<file path="src/design/mpg_cfg.svh">
// Offsets, field positions, reset values and output function code of the pin value and role registers.
`ifndef MPG_CFG_SVH
`define MPG_CFG_SVH

// ****************************************************************
// Register offsets on page zero.
// ****************************************************************
`define MPG_ADDR_OUT_VALUES    8'h29
`define MPG_ADDR_BIDIR_MON     8'h2a
`define MPG_ADDR_ROLE_SEL_0    8'h2b
`define MPG_ADDR_ROLE_SEL_1    8'h2c

// ****************************************************************
// Field positions.
// ****************************************************************
`define MPG_BIT_BIDIR_LEVEL    7
`define MPG_BIT_OUT_TOP        6
`define MPG_BIT_OUT_LOW        3
`define MPG_BIT_MON_LEVEL      7
`define MPG_ROLE_HI_MSB        6
`define MPG_ROLE_HI_LSB        4
`define MPG_ROLE_LO_MSB        2
`define MPG_ROLE_LO_LSB        0

// ****************************************************************
// Reset values and function codes.
// ****************************************************************
`define MPG_RESET_BYTE         8'h00
`define MPG_OUT_FUNC_GPO       4'h1

`endif

</file>
<file path="src/design/mpg_pkg.sv">
// Types shared by the pin value and role logic.
package mpg_pkg;

  // Role encoding of an input-only pin.
  typedef enum logic [2:0] {
    MPG_ROLE_OFF   = 3'h0,
    MPG_ROLE_GPI   = 3'h1,
    MPG_ROLE_CLK   = 3'h2,
    MPG_ROLE_DAISY = 3'h3,
    MPG_ROLE_PDM12 = 3'h4,
    MPG_ROLE_PDM34 = 3'h5,
    MPG_ROLE_PDM56 = 3'h6,
    MPG_ROLE_PDM78 = 3'h7
  } mpg_role_t;

  // Decoded selections of one input-only pin.
  typedef struct packed {
    logic       general_input_role;
    logic       clk;
    logic       daisy;
    logic [3:0] pdm;
  } mpg_role_sel_t;

endpackage : mpg_pkg

</file>
<file path="src/design/mpg_role_decode.sv">
// Decoder from a three-bit role code to the selections of one input-only pin.
`timescale 1ns/10ps
`include "mpg_cfg.svh"

module mpg_role_decode (
  input  wire mpg_pkg::mpg_role_t     role,
  output mpg_pkg::mpg_role_sel_t      sel
);
  import mpg_pkg::*;

  // Every nonzero code selects exactly one function; code zero selects none.
  always_comb begin
    sel = '0;
    unique case (role)
      MPG_ROLE_OFF:   sel = '0;
      MPG_ROLE_GPI:   sel.general_input_role = 1'b1;
      MPG_ROLE_CLK:   sel.clk = 1'b1;
      MPG_ROLE_DAISY: sel.daisy = 1'b1;
      MPG_ROLE_PDM12: sel.pdm = 4'h1;
      MPG_ROLE_PDM34: sel.pdm = 4'h2;
      MPG_ROLE_PDM56: sel.pdm = 4'h4;
      MPG_ROLE_PDM78: sel.pdm = 4'h8;
    endcase
  end

endmodule : mpg_role_decode

</file>
<file path="src/design/mpg_pins.sv">
// Pin output values, bidirectional pin monitor and input pin role selection.
// Function
// RULE_01: Output value register resets zero, holds levels.
// RULE_02: Bit 7 drives bidirectional pin as output.
// RULE_03: Bits 6..3 drive output pins one..four.
// RULE_04: Monitor register bit 7 reads pin input.
// RULE_05: Monitor reads pin level; other bits zero.
// RULE_06: Role register 0 holds pins one, two.
// RULE_07: Codes 0..3 off, input, clock, daisy.
// RULE_08: Codes 4..7 select PDM data pairs.
// RULE_09: Pin two decodes the same codes.
// RULE_10: Role register 1 holds pins three, four.
// RULE_11: Pins three, four decode identically.
// RULE_12: Output pin follows value only in GENERAL_OUTPUT_ROLE.
// RULE_13: Reserved bits read zero; other roles ignore values.
`timescale 1ns/10ps
`include "mpg_cfg.svh"

module mpg_pins (
  input  wire logic                  mclk,
  input  wire logic                  srst,
  input  wire logic                  ctl_wr_en,
  input  wire logic                  ctl_rd_en,
  input  wire logic [7:0]            ctl_addr,
  input  wire logic [7:0]            ctl_wdata,
  output logic      [7:0]            ctl_rdata,
  input  wire logic                  bidir_pin_gpo_mode,
  input  wire logic                  bidir_pin_gpi_mode,
  input  wire logic                  bidir_pin_in,
  output logic                       bidir_pin_out,
  output logic                       bidir_pin_oe,
  input  wire logic [3:0]            out_pin_one_function,
  input  wire logic [3:0]            out_pin_two_function,
  input  wire logic [3:0]            out_pin_three_function,
  input  wire logic [3:0]            out_pin_four_function,
  output logic      [3:0]            out_pin_level,
  output logic      [3:0]            out_pin_gpo_active,
  input  wire logic [3:0]            in_pin,
  output logic      [3:0]            in_pin_gpi_level,
  output logic      [3:0]            controller_clock_sel,
  output logic                       daisy_chain_serial_in,
  output logic      [3:0]            pdm_data
);
  import mpg_pkg::*;

  // ****************************************************************
  // State.
  // ****************************************************************

  // All registers of the block in one record.
  typedef struct packed {
    logic [4:0]      out_values;     // Levels for bidir pin and output pins one..four.
    mpg_role_t [3:0] roles;          // Role codes of input pins one..four.
    logic            mon_level;      // Monitor bit of the bidirectional pin.
    logic [1:0]      bidir_sync;     // Two-stage synchroniser of the bidir pin.
    logic [3:0]      in_sync_a;      // First stage for input-only pins.
    logic [3:0]      in_sync_b;      // Second stage for input-only pins.
    logic [7:0]      rdata;          // Read data held for the control port.
    logic            bidir_out;      // Registered bidir pin level.
    logic            bidir_oe;       // Registered bidir pin enable.
    logic [3:0]      out_level;      // Registered output pin levels.
    logic [3:0]      out_active;     // Registered output pin GENERAL_OUTPUT_ROLE flags.
    logic [3:0]      gpi_level;      // Input pin levels seen as GENERAL_INPUT_ROLE.
    logic [3:0]      clk_sel;        // Pins chosen as controller clock.
    logic            daisy;          // Daisy-chain serial data.
    logic [3:0]      pdm;            // PDM data per channel pair.
  } mpg_state_t;

  mpg_state_t              st;        // Current state.
  mpg_state_t              next_st;   // Next state.
  mpg_role_sel_t [3:0]     role_sel;  // Decoded role of each input pin.
  logic [3:0][3:0]         out_func;  // Function codes of output pins one..four.

  assign out_func = {out_pin_four_function, out_pin_three_function,
                     out_pin_two_function, out_pin_one_function};

  // ****************************************************************
  // Role decoders, one per input pin.
  // ****************************************************************

  // Each input pin has its own decoder using the same encoding.
  for (genvar gi = 0; gi < 4; gi++) begin : g_dec
    mpg_role_decode mpg_role_decode_inst ( // RULE_09 RULE_11
      .role (st.roles[gi]),
      .sel  (role_sel[gi])
    );
  end

  // ****************************************************************
  // Next-state logic.
  // ****************************************************************

  // Computes register writes, read data, pin levels and routing.
  always_comb begin
    next_st = st;
    // The synchronisers shift the pin levels one stage along every cycle, so a level needs two cycles to cross both stages.
    next_st.bidir_sync = {st.bidir_sync[0], bidir_pin_in};
    next_st.in_sync_a  = in_pin;
    next_st.in_sync_b  = st.in_sync_a;
    // Register writes; reserved bits are dropped.
    if (ctl_wr_en) begin
      unique case (ctl_addr)
        `MPG_ADDR_OUT_VALUES: begin
          next_st.out_values = ctl_wdata[`MPG_BIT_BIDIR_LEVEL:`MPG_BIT_OUT_LOW]; // RULE_01 RULE_13
        end
        `MPG_ADDR_ROLE_SEL_0: begin
          next_st.roles[0] = mpg_role_t'(ctl_wdata[`MPG_ROLE_HI_MSB:`MPG_ROLE_HI_LSB]); // RULE_06
          next_st.roles[1] = mpg_role_t'(ctl_wdata[`MPG_ROLE_LO_MSB:`MPG_ROLE_LO_LSB]); // RULE_06
        end
        `MPG_ADDR_ROLE_SEL_1: begin
          next_st.roles[2] = mpg_role_t'(ctl_wdata[`MPG_ROLE_HI_MSB:`MPG_ROLE_HI_LSB]); // RULE_10
          next_st.roles[3] = mpg_role_t'(ctl_wdata[`MPG_ROLE_LO_MSB:`MPG_ROLE_LO_LSB]); // RULE_10
        end
        default: begin
          // Other addresses, the read-only monitor among them, take no write here.
        end
      endcase
    end
    // The monitor follows the pin only while it is a general input.
    if (bidir_pin_gpi_mode) begin
      next_st.mon_level = st.bidir_sync[1]; // RULE_04 RULE_05
    end
    // Read data is captured on the edge that takes the read strobe.
    if (ctl_rd_en) begin
      unique case (ctl_addr)
        `MPG_ADDR_OUT_VALUES: next_st.rdata = {st.out_values, 3'h0}; // RULE_13
        `MPG_ADDR_BIDIR_MON:  next_st.rdata = {st.mon_level, 7'h00}; // RULE_05
        `MPG_ADDR_ROLE_SEL_0: next_st.rdata = {1'b0, st.roles[0], 1'b0, st.roles[1]}; // RULE_13
        `MPG_ADDR_ROLE_SEL_1: next_st.rdata = {1'b0, st.roles[2], 1'b0, st.roles[3]}; // RULE_13
        default:              next_st.rdata = 8'h00;
      endcase
    end
    // Bidirectional pin drives its value bit only in output mode.
    next_st.bidir_oe  = bidir_pin_gpo_mode; // RULE_02
    next_st.bidir_out = bidir_pin_gpo_mode & st.out_values[4]; // RULE_02 RULE_13
    // Output-only pins follow their value bit only in the GENERAL_OUTPUT_ROLE function.
    for (int i = 0; i < 4; i++) begin
      next_st.out_active[i] = (out_func[i] == `MPG_OUT_FUNC_GPO); // RULE_12
      next_st.out_level[i]  = next_st.out_active[i] & st.out_values[3 - i]; // RULE_03 RULE_12
    end
    // Input routing; the lowest-numbered pin wins a shared function.
    next_st.daisy = 1'b0;
    next_st.pdm   = 4'h0;
    for (int i = 3; i >= 0; i--) begin
      next_st.gpi_level[i] = role_sel[i].general_input_role & st.in_sync_b[i]; // RULE_07
      next_st.clk_sel[i]   = role_sel[i].clk; // RULE_07
      if (role_sel[i].daisy) begin
        next_st.daisy = st.in_sync_b[i]; // RULE_07
      end
      for (int k = 0; k < 4; k++) begin
        if (role_sel[i].pdm[k]) begin
          next_st.pdm[k] = st.in_sync_b[i]; // RULE_08
        end
      end
    end
  end

  // ****************************************************************
  // State register.
  // ****************************************************************

  // Synchronous reset clears every register to zero.
  always_ff @(posedge mclk) begin
    if (srst) begin
      st <= '0; // RULE_01 RULE_04 RULE_06 RULE_10
    end else begin
      st <= next_st;
    end
  end

  assign ctl_rdata             = st.rdata;
  assign bidir_pin_out         = st.bidir_out;
  assign bidir_pin_oe          = st.bidir_oe;
  assign out_pin_level         = st.out_level;
  assign out_pin_gpo_active    = st.out_active;
  assign in_pin_gpi_level      = st.gpi_level;
  assign controller_clock_sel  = st.clk_sel;
  assign daisy_chain_serial_in = st.daisy;
  assign pdm_data              = st.pdm;
endmodule : mpg_pins

</file>
<file path="config.mk">
export PLATFORM = sky130hd
export DESIGN_NAME = mpg_pins
export DESIGN_NICKNAME = d
export VERILOG_FILES = /design/src/design/mpg_pkg.sv /design/src/design/mpg_role_decode.sv /design/src/design/mpg_pins.sv
export VERILOG_INCLUDE_DIRS = /design/src /design/src/design
export SDC_FILE = /design/constraint.sdc
export NUM_CORES = 1
export LEC_CHECK = 0
export BUFFER_PORTS_ARGS = -buffer_cell sky130_fd_sc_hd__buf_2
export CAP_MARGIN = 10
export CORE_AREA = 3 3 78 80
export DETAILED_ROUTE_END_ITERATION = 6
export DIE_AREA = 0 0 81 83
export PLACE_DENSITY = 0.75
export SLEW_MARGIN = 0
export SYNTH_ARGS = -nofsm -noshare
export SYNTH_HDL_FRONTEND = slang
export SYNTH_SLANG_ARGS = --single-unit
</file>
<file path="constraint.sdc">
create_clock -name mclk -period 1.35 [get_ports mclk]
set_input_delay 0.0675 -clock mclk [delete_from_list [all_inputs] [get_ports mclk]]
set_output_delay 0.0675 -clock mclk [all_outputs]
set_load 0.02 [all_outputs]
</file>
# Word level (Yosys, flattened, before mapping)
# Cells that the tools add are included.
[word_totals] regBits=59 elab_cells=103 in_bits=43 out_inout_bits=31
[op_classes] n_eq_ne=36 n_bitwise=9 n_reduce_logical=3 mux=37
[ops] cell="case mux 4 bit (4 select lines)" count=4
[ops] cell="equality test 3 bit (second input constant)" count=16
[ops] cell="equality test 8 x 6 -> 1 bit (second input constant)" count=4
[ops] cell="two-way mux 1 bit" count=32
[ops] cell="case mux 8 bit (4 select lines)" count=1
[ops] cell="equality test 3 x 2 -> 1 bit (second input constant)" count=8
[ops] cell="equality test 4 x 1 -> 1 bit (second input constant)" count=4
[ops] cell="equality test 3 x 1 -> 1 bit (second input constant)" count=4
[ops] cell="AND 1 bit" count=9
[ops] cell="AND reduction 2 bit" count=3

# Depth between registers and ports, before layout
# Gate-level depths: netlist of run 1.
[logic_depth] depth_word=6 depth_mapped=6

# Cells and area by module
# A second synthesis of run 1 with hierarchy kept.
[hier_totals] hier_cells=281 hier_area_um2=2711.4
[by_module_without_submodules] module="mpg_pins" area_each_um2=2471.1 cells_per_inst=253 seq_area_each_um2=1181.1 instances=1
[by_module_without_submodules] module="mpg_role_decode" area_each_um2=60.1 cells_per_inst=7 seq_area_each_um2=0.0 instances=4

# Worst setup path after synthesis of run 1
# Ideal clock, no wire load.
[synth_timing] kind="register to register" start="register st[49] in the netlist's numbering" end="register st, in the netlist pdm_data[0]" synth_period_minus_slack_ns=1.247 path_stages_with_launch=6 setup_ns=0.092 n_path_buf=1 setup_slack_ns=0.103 arrival_time_ns=1.154 t_required_ns=1.258 path_cell_list="dfxtp_1 -> buf_4 -> nor2_1 -> a2111oi_0 -> a211oi_1 -> o32ai_1"
[synth_via] elab_chain_cells=5 word_cells_on_any_way=8 cone_classes="4 x eq/ne; 4 x mux"
[synth_rtl] item="start, declared" line_no="mpg_pins.sv:69" source="mpg_state_t st;"
[synth_rtl] item="start signal, assigned" line_no="mpg_pins.sv:167" source="st <= next_st;"
[synth_rtl] item="equality test 3 bit" line_no="mpg_role_decode.sv:14" source="unique case (role)"
[synth_rtl] item="case mux 4 bit (4 select lines) (*)" line_no="mpg_role_decode.sv:14"
[synth_rtl] item="two-way mux 1 bit (*) (3 in series)" line_no="mpg_pins.sv:151" source="if (role_sel[i].pdm[k]) begin"
# Mark *: on every way between the ends. The rest lies on a longest branch, timed or not.
# A chain may end at the register's enable or synchronous reset.

# Final worst setup path of run 1
[layout_timing] start="register st[48] in the netlist's numbering" end="register st, in the netlist pdm_data[2]"
# Same word-level chain as after synthesis.

==> flow_results.org, run 1 <==
** Die
- The die covers ~6700 sq um.
- For this design the top-level I/O count stands at 74.
- Floorplan die height :: ~83 um
- The initialized floorplan defines 27 standard-cell rows.
- For this configuration, the core starts out at a cell density of 0.491.
- Die Width :: approximately 81 um
- The core region is approximately 5500 sq um.

** Finish
- Post-route core utilization :: 0.619
- Leading cell type in the layout, fill and taps excluded :: sky130_fd_sc_hd__buf_2
- Fillcell total :: ~510
- The area growth from synthesis to layout is 26.1%.
- Summing all non-filler instances in the final layout gives an area of about 3400 sq um.
- The final layout contains around 400 nets.
- In the final layout, the share of cells above drive strength 1 is 0.361.
- Highest-count cells in the layout ignoring fill and taps :: sky130_fd_sc_hd__buf_2, sky130_fd_sc_hd__dfxtp_1, sky130_fd_sc_hd__nor2_1, sky130_fd_sc_hd__buf_4, sky130_fd_sc_hd__mux2i_1
- Diode insertion count for antenna repair :: 0

** Routing
- Vias per cell :: 5.04
- After the first detailed-routing iteration, the DRC count stood at ~150.
- Total vias in the final route :: 2179
- In the final routed layout, each cell accounts on average for approximately 14 um.
- For this run, design rule violations remaining after detail routing come to 0.
- The first detailed-routing pass ran for 4 iterations.
- The count of nets left with antenna violations once routing finished came out at 0.
- The routed design has ~6 mm of wire.

** Outcome
- The run finished with clean final reports.

** Synth
- Of the total synthesized cell area, the portion taken by XOR and XNOR cells is 0.
- The share of the Yosys chip area taken by registers is 0.439.
- Combinational family with the most area after synthesis :: simple AND/OR/NAND/NOR gates
- Synthesized instance count :: roughly 280
- Of the post-synthesis cell area, the part taken by muxes is 0.0796.
- Counting flops with a built-in enable in the synthesized netlist gives 0.
- The mapped netlist covers between 2000 and 3000 sq um.
- Synthesis inferred 59 register bits.
- Of the total synthesized cell area, the portion taken by AND, OR, NAND and NOR gates is 0.275.
- Compound-Gate Fraction of Synth Area :: 0.0893
- Synth async-reset ratio :: 0
- During synthesis, Yosys emitted a total of 0 warnings.
- When the netlist entered floorplanning its net count stood at roughly 320.
- In the synthesized netlist the dominant register cell turns out to be sky130_fd_sc_hd__dfxtp_1.
- Of the total synthesized cell area, the portion taken by full adders, half adders and majority gates is 0.
- After synthesis, the netlist uses 48 different library cells.
- The average instance in the mapped netlist occupies 9.57 sq um.

** Placement
- Post-placement worst setup slack :: roughly 15 ps
- Post-placement cell area :: 2990 sq um
- IO buf count :: 73
- The congestion estimate from routability-driven global placement came to ~0.9.
- Placed wire-length estimate :: between 4 and 5 mm

** Power
- Internal power comes to between 2 and 3 mW.
- The share of total power dissipated in the clock network is 0.452.
- For this design the total switching power over the nets is about 750 uW.
- Maximum vdd ir drop :: 0.649 mV
- Of the total power, registers draw 0.487.
- The share of total power dissipated in combinational logic is 0.062.
- Leakage :: roughly 1.6 nW
- Of the total power, the share spent switching nets is 0.205.
- Power spread over the standard cell area amounts to roughly 1100 nW/um^2.

** Worst hold path
- The path class of the tightest hold or removal check is primary input to register.
- Counting instances, the worst hold path has a depth of 3.
- The worst hold path begins at ctl_wdata[6].
- The worst hold path terminates at st[57].

** Critical path
- The worst register-to-register path ends at pdm_data[2].
- For the worst setup path, the data required time is about 1600 ps.
- Worst setup path category :: register to register
- For the worst setup path, the data arrival time is 1550 ps.
- Measured in cells, the most critical reg-to-reg path has a length of 4.
- Element type at the critical path start :: register
- Crit Reg-Reg Startpoint :: st[48]
- Slack of the worst reg-to-reg path :: approximately 30 ps
- Top fanout value on the critical path :: 6
- Worst Setup End Kind :: register

** Flow run
- The tool flagged a number of max-cap violations equal to 0.

** GRT
- Global-route wire length before repair :: roughly 9.5 mm
- Initial antenna violation count :: 0
- Combined global-route utilization of all metal layers :: 0.185
- Number of global-route vias before repair :: approximately 2000
- Final global-route overflow total :: 0
- Pin count of the biggest net entering global routing :: 32

** Clock network
- Clock sink count :: 59
- CTS Buf Count :: 9
- The tree is rooted in a sky130_fd_sc_hd__clkbuf_8.
- Number of H-tree levels :: 3
- The clock passes through at most 2 buffers.
- TritonCTS built the clock tree.
- Worst-path clk slew :: 60 ps
- Buffers added to address setup during post-CTS repair amount to 0.
- Clock insertion delay at the later pin of the skew report :: approximately 330 ps

** STA
- The count of final hold-check violations came to 0.
- Relative slew slack :: 0.615
- Slew Viols, Final :: 0
- In the finished design, the share of the clock period the worst path needs comes to 0.978.
- Maximum clock skew at final layout :: 5.00 ps
- Max Fclk :: between 0.7 and 0.8 GHz
- The routed design could run at a clock period as short as 1320 ps.
- Measured slew at the worst slew-check pin :: roughly 580 ps
- In the post-route analysis, the smallest setup slack over all paths is roughly 30 ps.
- Finish-stage setup viols :: 0
- Hold_ws :: about 18 ps
## how the worst max path moves through the flow
stage / from / endpoint / slack [ps] / cells after the start
floorplan: st[49] / pdm_data[0] / 100 / 5
global placement: st[48] / pdm_data[0] / 40 / 4
detailed placement: st[48] / pdm_data[0] / 20 / 4
CTS: st[48] / pdm_data[2] / 2 / 4
global route: st[48] / pdm_data[2] / -40 / 4
finish: st[48] / pdm_data[2] / 30 / 4
## worst max-delay path: stages (launching register included)
cell                      delay, ps
sky130_fd_sc_hd__dfxtp_1        420
sky130_fd_sc_hd__and3b_1        220
sky130_fd_sc_hd__o32ai_2        240
sky130_fd_sc_hd__a31oi_1         80
sky130_fd_sc_hd__o32ai_1        270
## cell type report
| class | instances | area [sq um] | share of cell area |
|---|---|---|---|
| sequential | 59 | 1180 | 0.350 |
| inverter | 2 | 7.51 | 0.00221 |
| tap | 72 | 90.1 | 0.0266 |
| clock inverter | 1 | 30.0 | 0.00886 |
| timing repair buffer | 110 | 683 | 0.202 |
| clock buffer | 15 | 176 | 0.0520 |
| multi-input combinational | 173 | 1220 | 0.359 |
## layer usage
layer / GRT usage / up-vias / routed length [um]
met2: 0.266 / 58 / 2720
met4: 0.103 / 0 / 165
li1: - / 1107 / -
met3: 0.0456 / 12 / 234
met1: 0.251 / 1002 / 2760
met5: 0 / - / 0
## flip-flops by register name, indices dropped and copies added (netlist names), 4 cells and up
signal / cells
next_st: 5
out_pin_gpo_active: 4
pdm_data: 4
controller_clock_sel: 4
out_pin_level: 4
in_pin_gpi_level: 4
st: 23
ctl_rdata: 8
## power groups by stage
stage | combinational [mW] | clock (mW) | sequential [mW]
finish | 0.224 | 1.64 | 1.77
global route | 0.246 | 1.76 | 1.77
CTS | 0.222 | 1.69 | 1.77
detailed placement | 0.187 | 0 | 1.81
global placement | 0.182 | 0 | 1.81
floorplan | 0.0916 | 0 | 1.81
## stage by stage
step / std cells / power, mW / setup TNS, ps
finish: 432 / 3.63 / 0
CTS: 432 / 3.68 / 0
global route: 432 / 3.77 / -44.0
detailed placement: 400 / 1.99 / 0
global placement: 400 / 1.99 / 0
floorplan: 281 / 1.90 / 0
## cell usage after synthesis, types with 5 or more instances
cell type	instances	area share
sky130_fd_sc_hd__buf_4	30	0.084
sky130_fd_sc_hd__nor2_1	23	0.032
sky130_fd_sc_hd__and3_1	7	0.016
sky130_fd_sc_hd__nor3_1	6	0.011
sky130_fd_sc_hd__a21oi_1	6	0.011
sky130_fd_sc_hd__and2_1	5	0.012
sky130_fd_sc_hd__nand2_1	16	0.022
sky130_fd_sc_hd__dfxtp_1	59	0.44
sky130_fd_sc_hd__nor2b_1	16	0.037
sky130_fd_sc_hd__clkbuf_1	12	0.017
sky130_fd_sc_hd__nor4_1	5	0.012
sky130_fd_sc_hd__nand3b_1	5	0.014
sky130_fd_sc_hd__mux2i_1	18	0.067
sky130_fd_sc_hd__nand2b_1	10	0.023
## timing repair
action | in CTS | in global routing
gates resized for setup | 1 | 8
gates cloned | 0 | 0
hold buffers | 16 | 0
setup endpoints to repair | 1 | 4
endpoints found under the hold margin | 23 | 0
## kinds of logic (layout without fill, tap and decap cells)
family,Yosys count,count (layout)
AOI/OAI and AO/OA,33,33
buffers and inverters,49,128
and+or+nand+nor,119,119
muxes,21,21
DFF,59,59
Note: power is estimated with default switching activity, not from simulation.
==> run 2, diff against run 1 <==
- CELL_PAD_IN_SITES_DETAIL_PLACEMENT: not set -> 1
- CELL_PAD_IN_SITES_GLOBAL_PLACEMENT: not set -> 2
- CORE_AREA: 3 3 78 80 -> 3 3 98 100
- DIE_AREA: 0 0 81 83 -> 0 0 101 103
- PLACE_DENSITY: 0.75 -> not set
- PLACE_DENSITY_LB_ADDON: not set -> 0.1
==> flow_results.org, run 2 (same netlist as run 1, synthesis figures left out) <==
** Outcome
- Result of the run :: completed (unchanged)

** Clock network
- The depth of the CTS H-tree is 3 (unchanged).
- The largest buffer count on any clock path was 2 (unchanged).
- The total clock sinks is 59 (unchanged).
- The clock tree root buffer cell is sky130_fd_sc_hd__clkbuf_8 (unchanged).
- TritonCTS clock tree :: built (unchanged)
- The clock transition at the registers of the reported paths is 70 ps (was 60 ps).
- The total CTS buffers was 9 (unchanged).
- Clock insertion delay at the later pin of the skew report :: 340 ps (was 330 ps)
- Number of buffers added for setup after CTS :: 0 (unchanged)

** Finish
- The final instance count without filler cells is 473 (was 432).
- The core utilization of the finished layout was 0.402 (was 0.619).
- The growth of design area from synthesis to finish was 31.0% (was 26.1%).
- The number of flip-flops under the largest register name was 23 (unchanged).
- Top register by number of flip-flops :: st (unchanged)
- Layout cells sized above 1 :: 0.395 (was 0.361)
- The most common cell after layout, fill and taps aside was sky130_fd_sc_hd__buf_2 (unchanged).
- The number of antenna diodes is 0 (unchanged).
- Highest-count cells in the layout ignoring fill and taps :: sky130_fd_sc_hd__buf_2, sky130_fd_sc_hd__dfxtp_1, sky130_fd_sc_hd__buf_4, sky130_fd_sc_hd__nor2_1, sky130_fd_sc_hd__mux2i_1 (was sky130_fd_sc_hd__buf_2, sky130_fd_sc_hd__dfxtp_1, sky130_fd_sc_hd__nor2_1, sky130_fd_sc_hd__buf_4, sky130_fd_sc_hd__mux2i_1)
- The layout net count came to 403 (was 398).

** Routing
- The detail-routed net length per standard cell came to 15.1 um (was 13.6 um).
- Initial detailed-routing violation count :: 37 (was 151)
- Vias per cell :: 4.62 (was 5.04)
- First-pass detailed-route iteration total :: 5 (was 4)
- Antenna viol nets, final :: 0 (unchanged)
- Total vias in the final route :: 2183 (was 2179)
- Number of remaining DRC errors :: 0 (unchanged)
- The total wire length after detailed routing is 7.13 mm (was 5.88 mm).

** Critical path
- The kind of critical path is register to register (unchanged).
- The data required time of the worst path came to 1590 ps (was 1580 ps).
- The startpoint kind of the worst setup timing path is a register (unchanged).
- The arrival time at the worst endpoint was 1540 ps (was 1550 ps).
- The kind of end point of the critical path is a register (unchanged).
- The peak fanout along the critical path came to 6 (unchanged).

** Die
- Initial standard-cell utilization of the core :: 0.307 (was 0.491)
- Boundary Pins :: 74 (unchanged)
- Full die area :: 10400 sq um (was 6720 sq um)
- The die extent in x is 101 um (was 81 um).
- The placeable core area was 8760 sq um (was 5470 sq um).
- The die height is 103 um (was 83 um).
- The total number of placement rows came to 34 (was 27).

** GRT
- Combined global-route utilization of all metal layers :: 0.144 (was 0.185)
- The wire length of the first global-routing pass came to 11.4 mm (was 9.54 mm).
- The via count of the first global-routing pass was 2276 (was 2025).
- The initial antenna violation count was 0 (unchanged).
- Final global-route overflow total :: 0 (unchanged)
- Pin count of the biggest net entering global routing :: 25 (was 32)

** Power
- The sum of internal, switching and leakage power is 3.83 mW (was 3.63 mW).
- Maximum vdd ir drop :: 0.484 mV (was 0.649 mV)
- Total power density per cell area :: 1090 nW/um^2 (was 1070 nW/um^2)
- Leakage :: 1.61 nW (was 1.57 nW)

** Placement
- IO buf count :: 73 (unchanged)
- The post-placement cell count came to 441 (was 400).
- The routability-driven placement congestion ratio is 0.732 (was 0.892).
- The half-perimeter wire length after placement was 5.38 mm (was 4.29 mm).

** STA
- Final Cycle Share :: 0.962 (was 0.978)
- The time the final worst path needs with I/O delays and setup was 1300 ps (was 1320 ps).
- The final-report max-slew violation count came to 0 (unchanged).
- Hold Fails Final Rpt :: 0 (unchanged)
- The post-route clock skew was 5.91 ps (was 5.00 ps).
- Max Fclk :: 0.770 GHz (was 0.758 GHz)
- The transition time of the tightest slew-check pin is 504 ps (was 578 ps).
- Setup repair after global routing left no endpoint under its margin.
- The remaining max-slew budget at the tightest pin was 0.664 (was 0.615).
- Total Neg Setup Slack :: 0 ps (unchanged)
- Hold_ws :: 12.1 ps (was 18.2 ps)
- Finish-stage setup viols :: 0 (unchanged)

** Flow run
- The number of violations of the max-capacitance limit is 0 (unchanged).

** Worst hold path
- Min-Delay Path Class :: primary input to register (unchanged)
## run 2: cell count changes in the layout (fill, tap and decap cells not counted), moves of 2 or more
cell,change
sky130_fd_sc_hd__clkinv_4,+3
sky130_fd_sc_hd__buf_4,+5
sky130_fd_sc_hd__clkbuf_8,-2
sky130_fd_sc_hd__clkbuf_1,-2
sky130_fd_sc_hd__dfxtp_4,+2
sky130_fd_sc_hd__dfxtp_2,+5
sky130_fd_sc_hd__dfxtp_1,-7
## run 2: final cells by class
class	instances	area [sq um]
fillers	1038	5240
multi-input cells	173	1230
flip-flops and latches	59	1200
repair buffers	115	721
clock buffers	11	141
well taps	108	135
clock inverters	5	86.3
inverters	2	7.51
## run 2: worst paths after layout
kind	startpoint	to	slack, ps	cells after the start
hold reg to reg	next_st[33]	st[33]	450	1
setup reg to reg	st[49]	pdm_data[1]	50	5
setup / recovery	st[49]	pdm_data[1]	50	5
hold / removal	ctl_wdata[5]	st[49]	10	3
## run 2: what timing repair did
item,in CTS,in global routing
pin swaps,0,2
hold buffers,16,0
endpoints found under the hold margin,23,0
gates cloned,0,0
gates resized for setup,3,16
setup endpoints to repair,2,7
## run 2: critical path, cell delays in order, from the launching register on
cell and delay [ps]:
sky130_fd_sc_hd__dfxtp_4 370, sky130_fd_sc_hd__buf_4 160, sky130_fd_sc_hd__nor2b_1 150, sky130_fd_sc_hd__nand3_1 110, sky130_fd_sc_hd__a311o_1 360, sky130_fd_sc_hd__o41ai_1 60
## run 2: layer usage
layer,track usage,routed length [um],vias up
met5,0,0,-
met3,0.0325,251,9
met1,0.189,3450,1014
met4,0.0552,90,0
li1,-,-,1117
met2,0.231,3340,43
## run 2: per-stage QoR
step | instance area (sq um) | setup WS, ps
finish | 3520 | 50.9
detailed placement | 3080 | -80.6
floorplan | 2690 | 103
global placement | 3080 | 12.6
CTS | 3470 | -41.7
global route | 3520 | 9.28
## run 2: where the power goes
group | total (mW) | switching [mW] | leakage, nW | internal (mW)
combinational | 0.229 | 0.107 | 1.02 | 0.122
sequential | 1.76 | 0.00955 | 0.483 | 1.76
clock | 1.83 | 0.732 | 0.114 | 1.10
==> run 3, diff against run 2 <==
- CELL_PAD_IN_SITES_DETAIL_PLACEMENT: 1 -> 0
- CELL_PAD_IN_SITES_GLOBAL_PLACEMENT: 2 -> 1
- CORE_AREA: 3 3 98 100 -> 3 3 88 90
- DIE_AREA: 0 0 101 103 -> 0 0 91 93
==> flow_results.org, run 3 (same netlist as run 1, synthesis figures left out) <==
** Outcome
- Result of the run :: completed (unchanged)

** Clock network
- TritonCTS clock tree :: built (unchanged)
- Clock sink count :: 59 (unchanged)
- The total CTS buffers was 9 (unchanged).
- Clock insertion delay at the later pin of the skew report :: 330 ps (was 340 ps)
- The clock transition at the registers of the reported paths is 70 ps (about the same).
- Number of H-tree levels :: 3 (unchanged)
- The clock tree root buffer cell is sky130_fd_sc_hd__clkbuf_8 (unchanged).
- The number of setup buffers added after CTS came to 0 (unchanged).
- The largest buffer count on any clock path is 2 (unchanged).

** Die
- Die Width :: 91 um (was 101 um)
- Floorplan die height :: 93 um (was 103 um)
- The full die area came to 8460 sq um (was 10400 sq um).
- # rows :: 31 (was 34)
- Boundary Pins :: 74 (unchanged)
- The placeable core area came to 7140 sq um (was 8760 sq um).
- Initial standard-cell utilization of the core :: 0.377 (was 0.307)

** Worst hold path
- Min-Delay Path Class :: primary input to register (unchanged)

** STA
- Clock period minus final worst setup slack :: 1260 ps (was 1300 ps)
- The achievable clock frequency was 0.794 GHz (was 0.770 GHz).
- Measured slew at the worst slew-check pin :: 449 ps (was 504 ps)
- Finish-stage setup viols :: 0 (unchanged)
- The count of final hold-check violations is 0 (unchanged).
- Relative slew slack :: 0.701 (was 0.664)
- The part of the cycle the worst path needs was 0.933 (was 0.962).
- Setup repair after global routing missed its margin: false (unchanged).
- The final-report max-slew violation count is 0 (unchanged).
- The post-route clock skew is 5.97 ps (was 5.91 ps).

** Placement
- The post-place instance area was 3070 sq um (was 3080 sq um).
- Global placer's final weighted congestion :: 0.810 (was 0.732)
- The post-placement cell count came to 431 (was 441).
- IO buf count :: 73 (unchanged)
- Placed wire-length estimate :: 4.75 mm (was 5.38 mm)

** Critical path
- Cell with the largest stage delay on the worst path :: sky130_fd_sc_hd__a311o_1 (was sky130_fd_sc_hd__dfxtp_4)
- The minimum setup slack among reg-to-reg paths was 90 ps (was 50 ps).
- The kind of cell with the highest combined delay on the critical path was compound AO/OA/AOI/OAI gates (unchanged).
- The kind of end point of the critical path is a register (unchanged).
- Worst stage delay on the critical path :: 360 ps (was 370 ps)
- The arrival time at the worst endpoint was 1470 ps (was 1540 ps).
- Ordered cell list for the critical path :: buf_4 -> nor2b_2 -> nand3_1 -> a311o_1 -> o41ai_1 (was buf_4 -> nor2b_1 -> nand3_1 -> a311o_1 -> o41ai_1)
- Data required time at the worst endpoint :: 1560 ps (was 1590 ps)
- The peak fanout along the critical path came to 6 (unchanged).
- Crit path buf inv count :: 1 (unchanged)
- Element type at the critical path start :: register (unchanged)
- Worst setup path category :: register to register (unchanged)

** Finish
- The most common cell after layout, fill and taps aside is sky130_fd_sc_hd__buf_2 (unchanged).
- Area growth from synthesis to layout :: 30.2% (was 31.0%)
- Fillcell total :: 703 (was 1038)
- The total non-filler cell area in the finished layout came to 3500 sq um (was 3520 sq um).
- Top register by number of flip-flops :: st (unchanged)
- Highest-count cells in the layout ignoring fill and taps: sky130_fd_sc_hd__buf_2, sky130_fd_sc_hd__dfxtp_1, sky130_fd_sc_hd__buf_4, sky130_fd_sc_hd__nor2_1, sky130_fd_sc_hd__mux2i_1 (unchanged).
- Max reg flops :: 23 (unchanged)
- The share of cells above drive strength 1 is 0.379 (was 0.395).
- The number of antenna diodes came to 0 (unchanged).
- The layout net count was 402 (was 403).
- The final instance count without filler cells is 463 (was 473).

** Routing
- The DRC violation count after routing came to 0 (unchanged).
- Total Routed Length :: 6.50 mm (was 7.13 mm)
- The vias per cell was 4.72 (was 4.62).
- Initial detailed-routing violation count :: 110 (was 37)
- Total vias in the final route :: 2185 (was 2183)
- The antenna violation net count after detailed routing is 0 (unchanged).
- Average detailed-routed wire length per instance :: 14.0 um (was 15.1 um)
- The detailed-routing iteration count for the pre-antenna-repair pass came to 4 (was 5).

** GRT
- The pin count of the biggest net entering global routing is 24 (was 25).
- Initial antenna violation count :: 0 (unchanged)
- Global-route wire length before repair :: 10.6 mm (was 11.4 mm)
- Final global-route overflow total :: 0 (unchanged)
- The via count of the first global-routing pass was 2087 (was 2276).
- Combined global-route utilization of all metal layers :: 0.159 (was 0.144)

** Flow run
- The number of violations of the max-capacitance limit was 0 (unchanged).

** Power
- Leakage :: 1.61 nW (about the same)
- Maximum vdd ir drop :: 0.629 mV (was 0.484 mV)
- Total power density per cell area :: 1090 nW/um^2 (about the same)
run 3: timing repair:
| action | 4_1_cts | 5_1_grt |
|---|---|---|
| endpoints found under the hold margin | 22 | 0 |
| hold buffers | 16 | 0 |
| pin swaps | 0 | 1 |
| endpoints found under the setup margin | 1 | 4 |
| resized for setup | 5 | 8 |
run 3: final timing paths:
check             depth (start not counted)     endpoint    startpoint
setup / recovery                          5  pdm_data[1]        st[49]
hold / removal                            3       st[50]  ctl_wdata[6]
setup reg to reg                          5  pdm_data[1]        st[49]
hold reg to reg                           1       st[33]   next_st[33]
run 3: final cells by class:
class,count,area [sq um],share of cell area
inverter,2,7.51,0.00215
clock inverter,4,72.6,0.0207
sequential,59,1190,0.340
tap,99,124,0.0354
multi-input combinational,173,1220,0.350
clock buffer,12,155,0.0443
timing repair buffer,114,726,0.207
run 3: per-layer routing:
layer	vias to the layer above	part of all wire	track usage
met2	57	0.44	0.235
met4	0	0.0058	0.0490
met5	-	0	0
met3	5	0.049	0.0491
li1	1114	-	-
met1	1009	0.50	0.223
run 3: power breakdown:
group	total (mW)	internal (mW)	leakage (nW)	switching (mW)
sequential	1.77	1.76	0.481	0.00909
combinational	0.235	0.129	1.01	0.106
clock	1.83	1.14	0.113	0.693
total	3.83	3.02	1.61	0.808
run 3: through the flow:
| step | hold slack (ps) | setup slack [ps] | setup TNS (ps) | power, mW | util |
|---|---|---|---|---|---|
| after detailed placement | 279 | -103 | -103 | 2.01 | 0.430 |
| after global routing | 10.7 | 4.33 | 0 | 4.00 | 0.490 |
| final | 15.7 | 90.8 | 0 | 3.83 | 0.490 |
| after global placement | 274 | 23.1 | 0 | 2.01 | 0.430 |
| after CTS | 3.01 | 1.20 | 0 | 3.90 | 0.488 |
| after floorplan | 147 | 103 | 0 | 1.90 | - |
run 3: worst register-to-register path: cells and delay by family, from the launching register on:
kind / cells / cell delay [ps]
compound gates: 2 / 440
simple gates: 2 / 210
flops: 1 / 340
buf+inv: 1 / 150
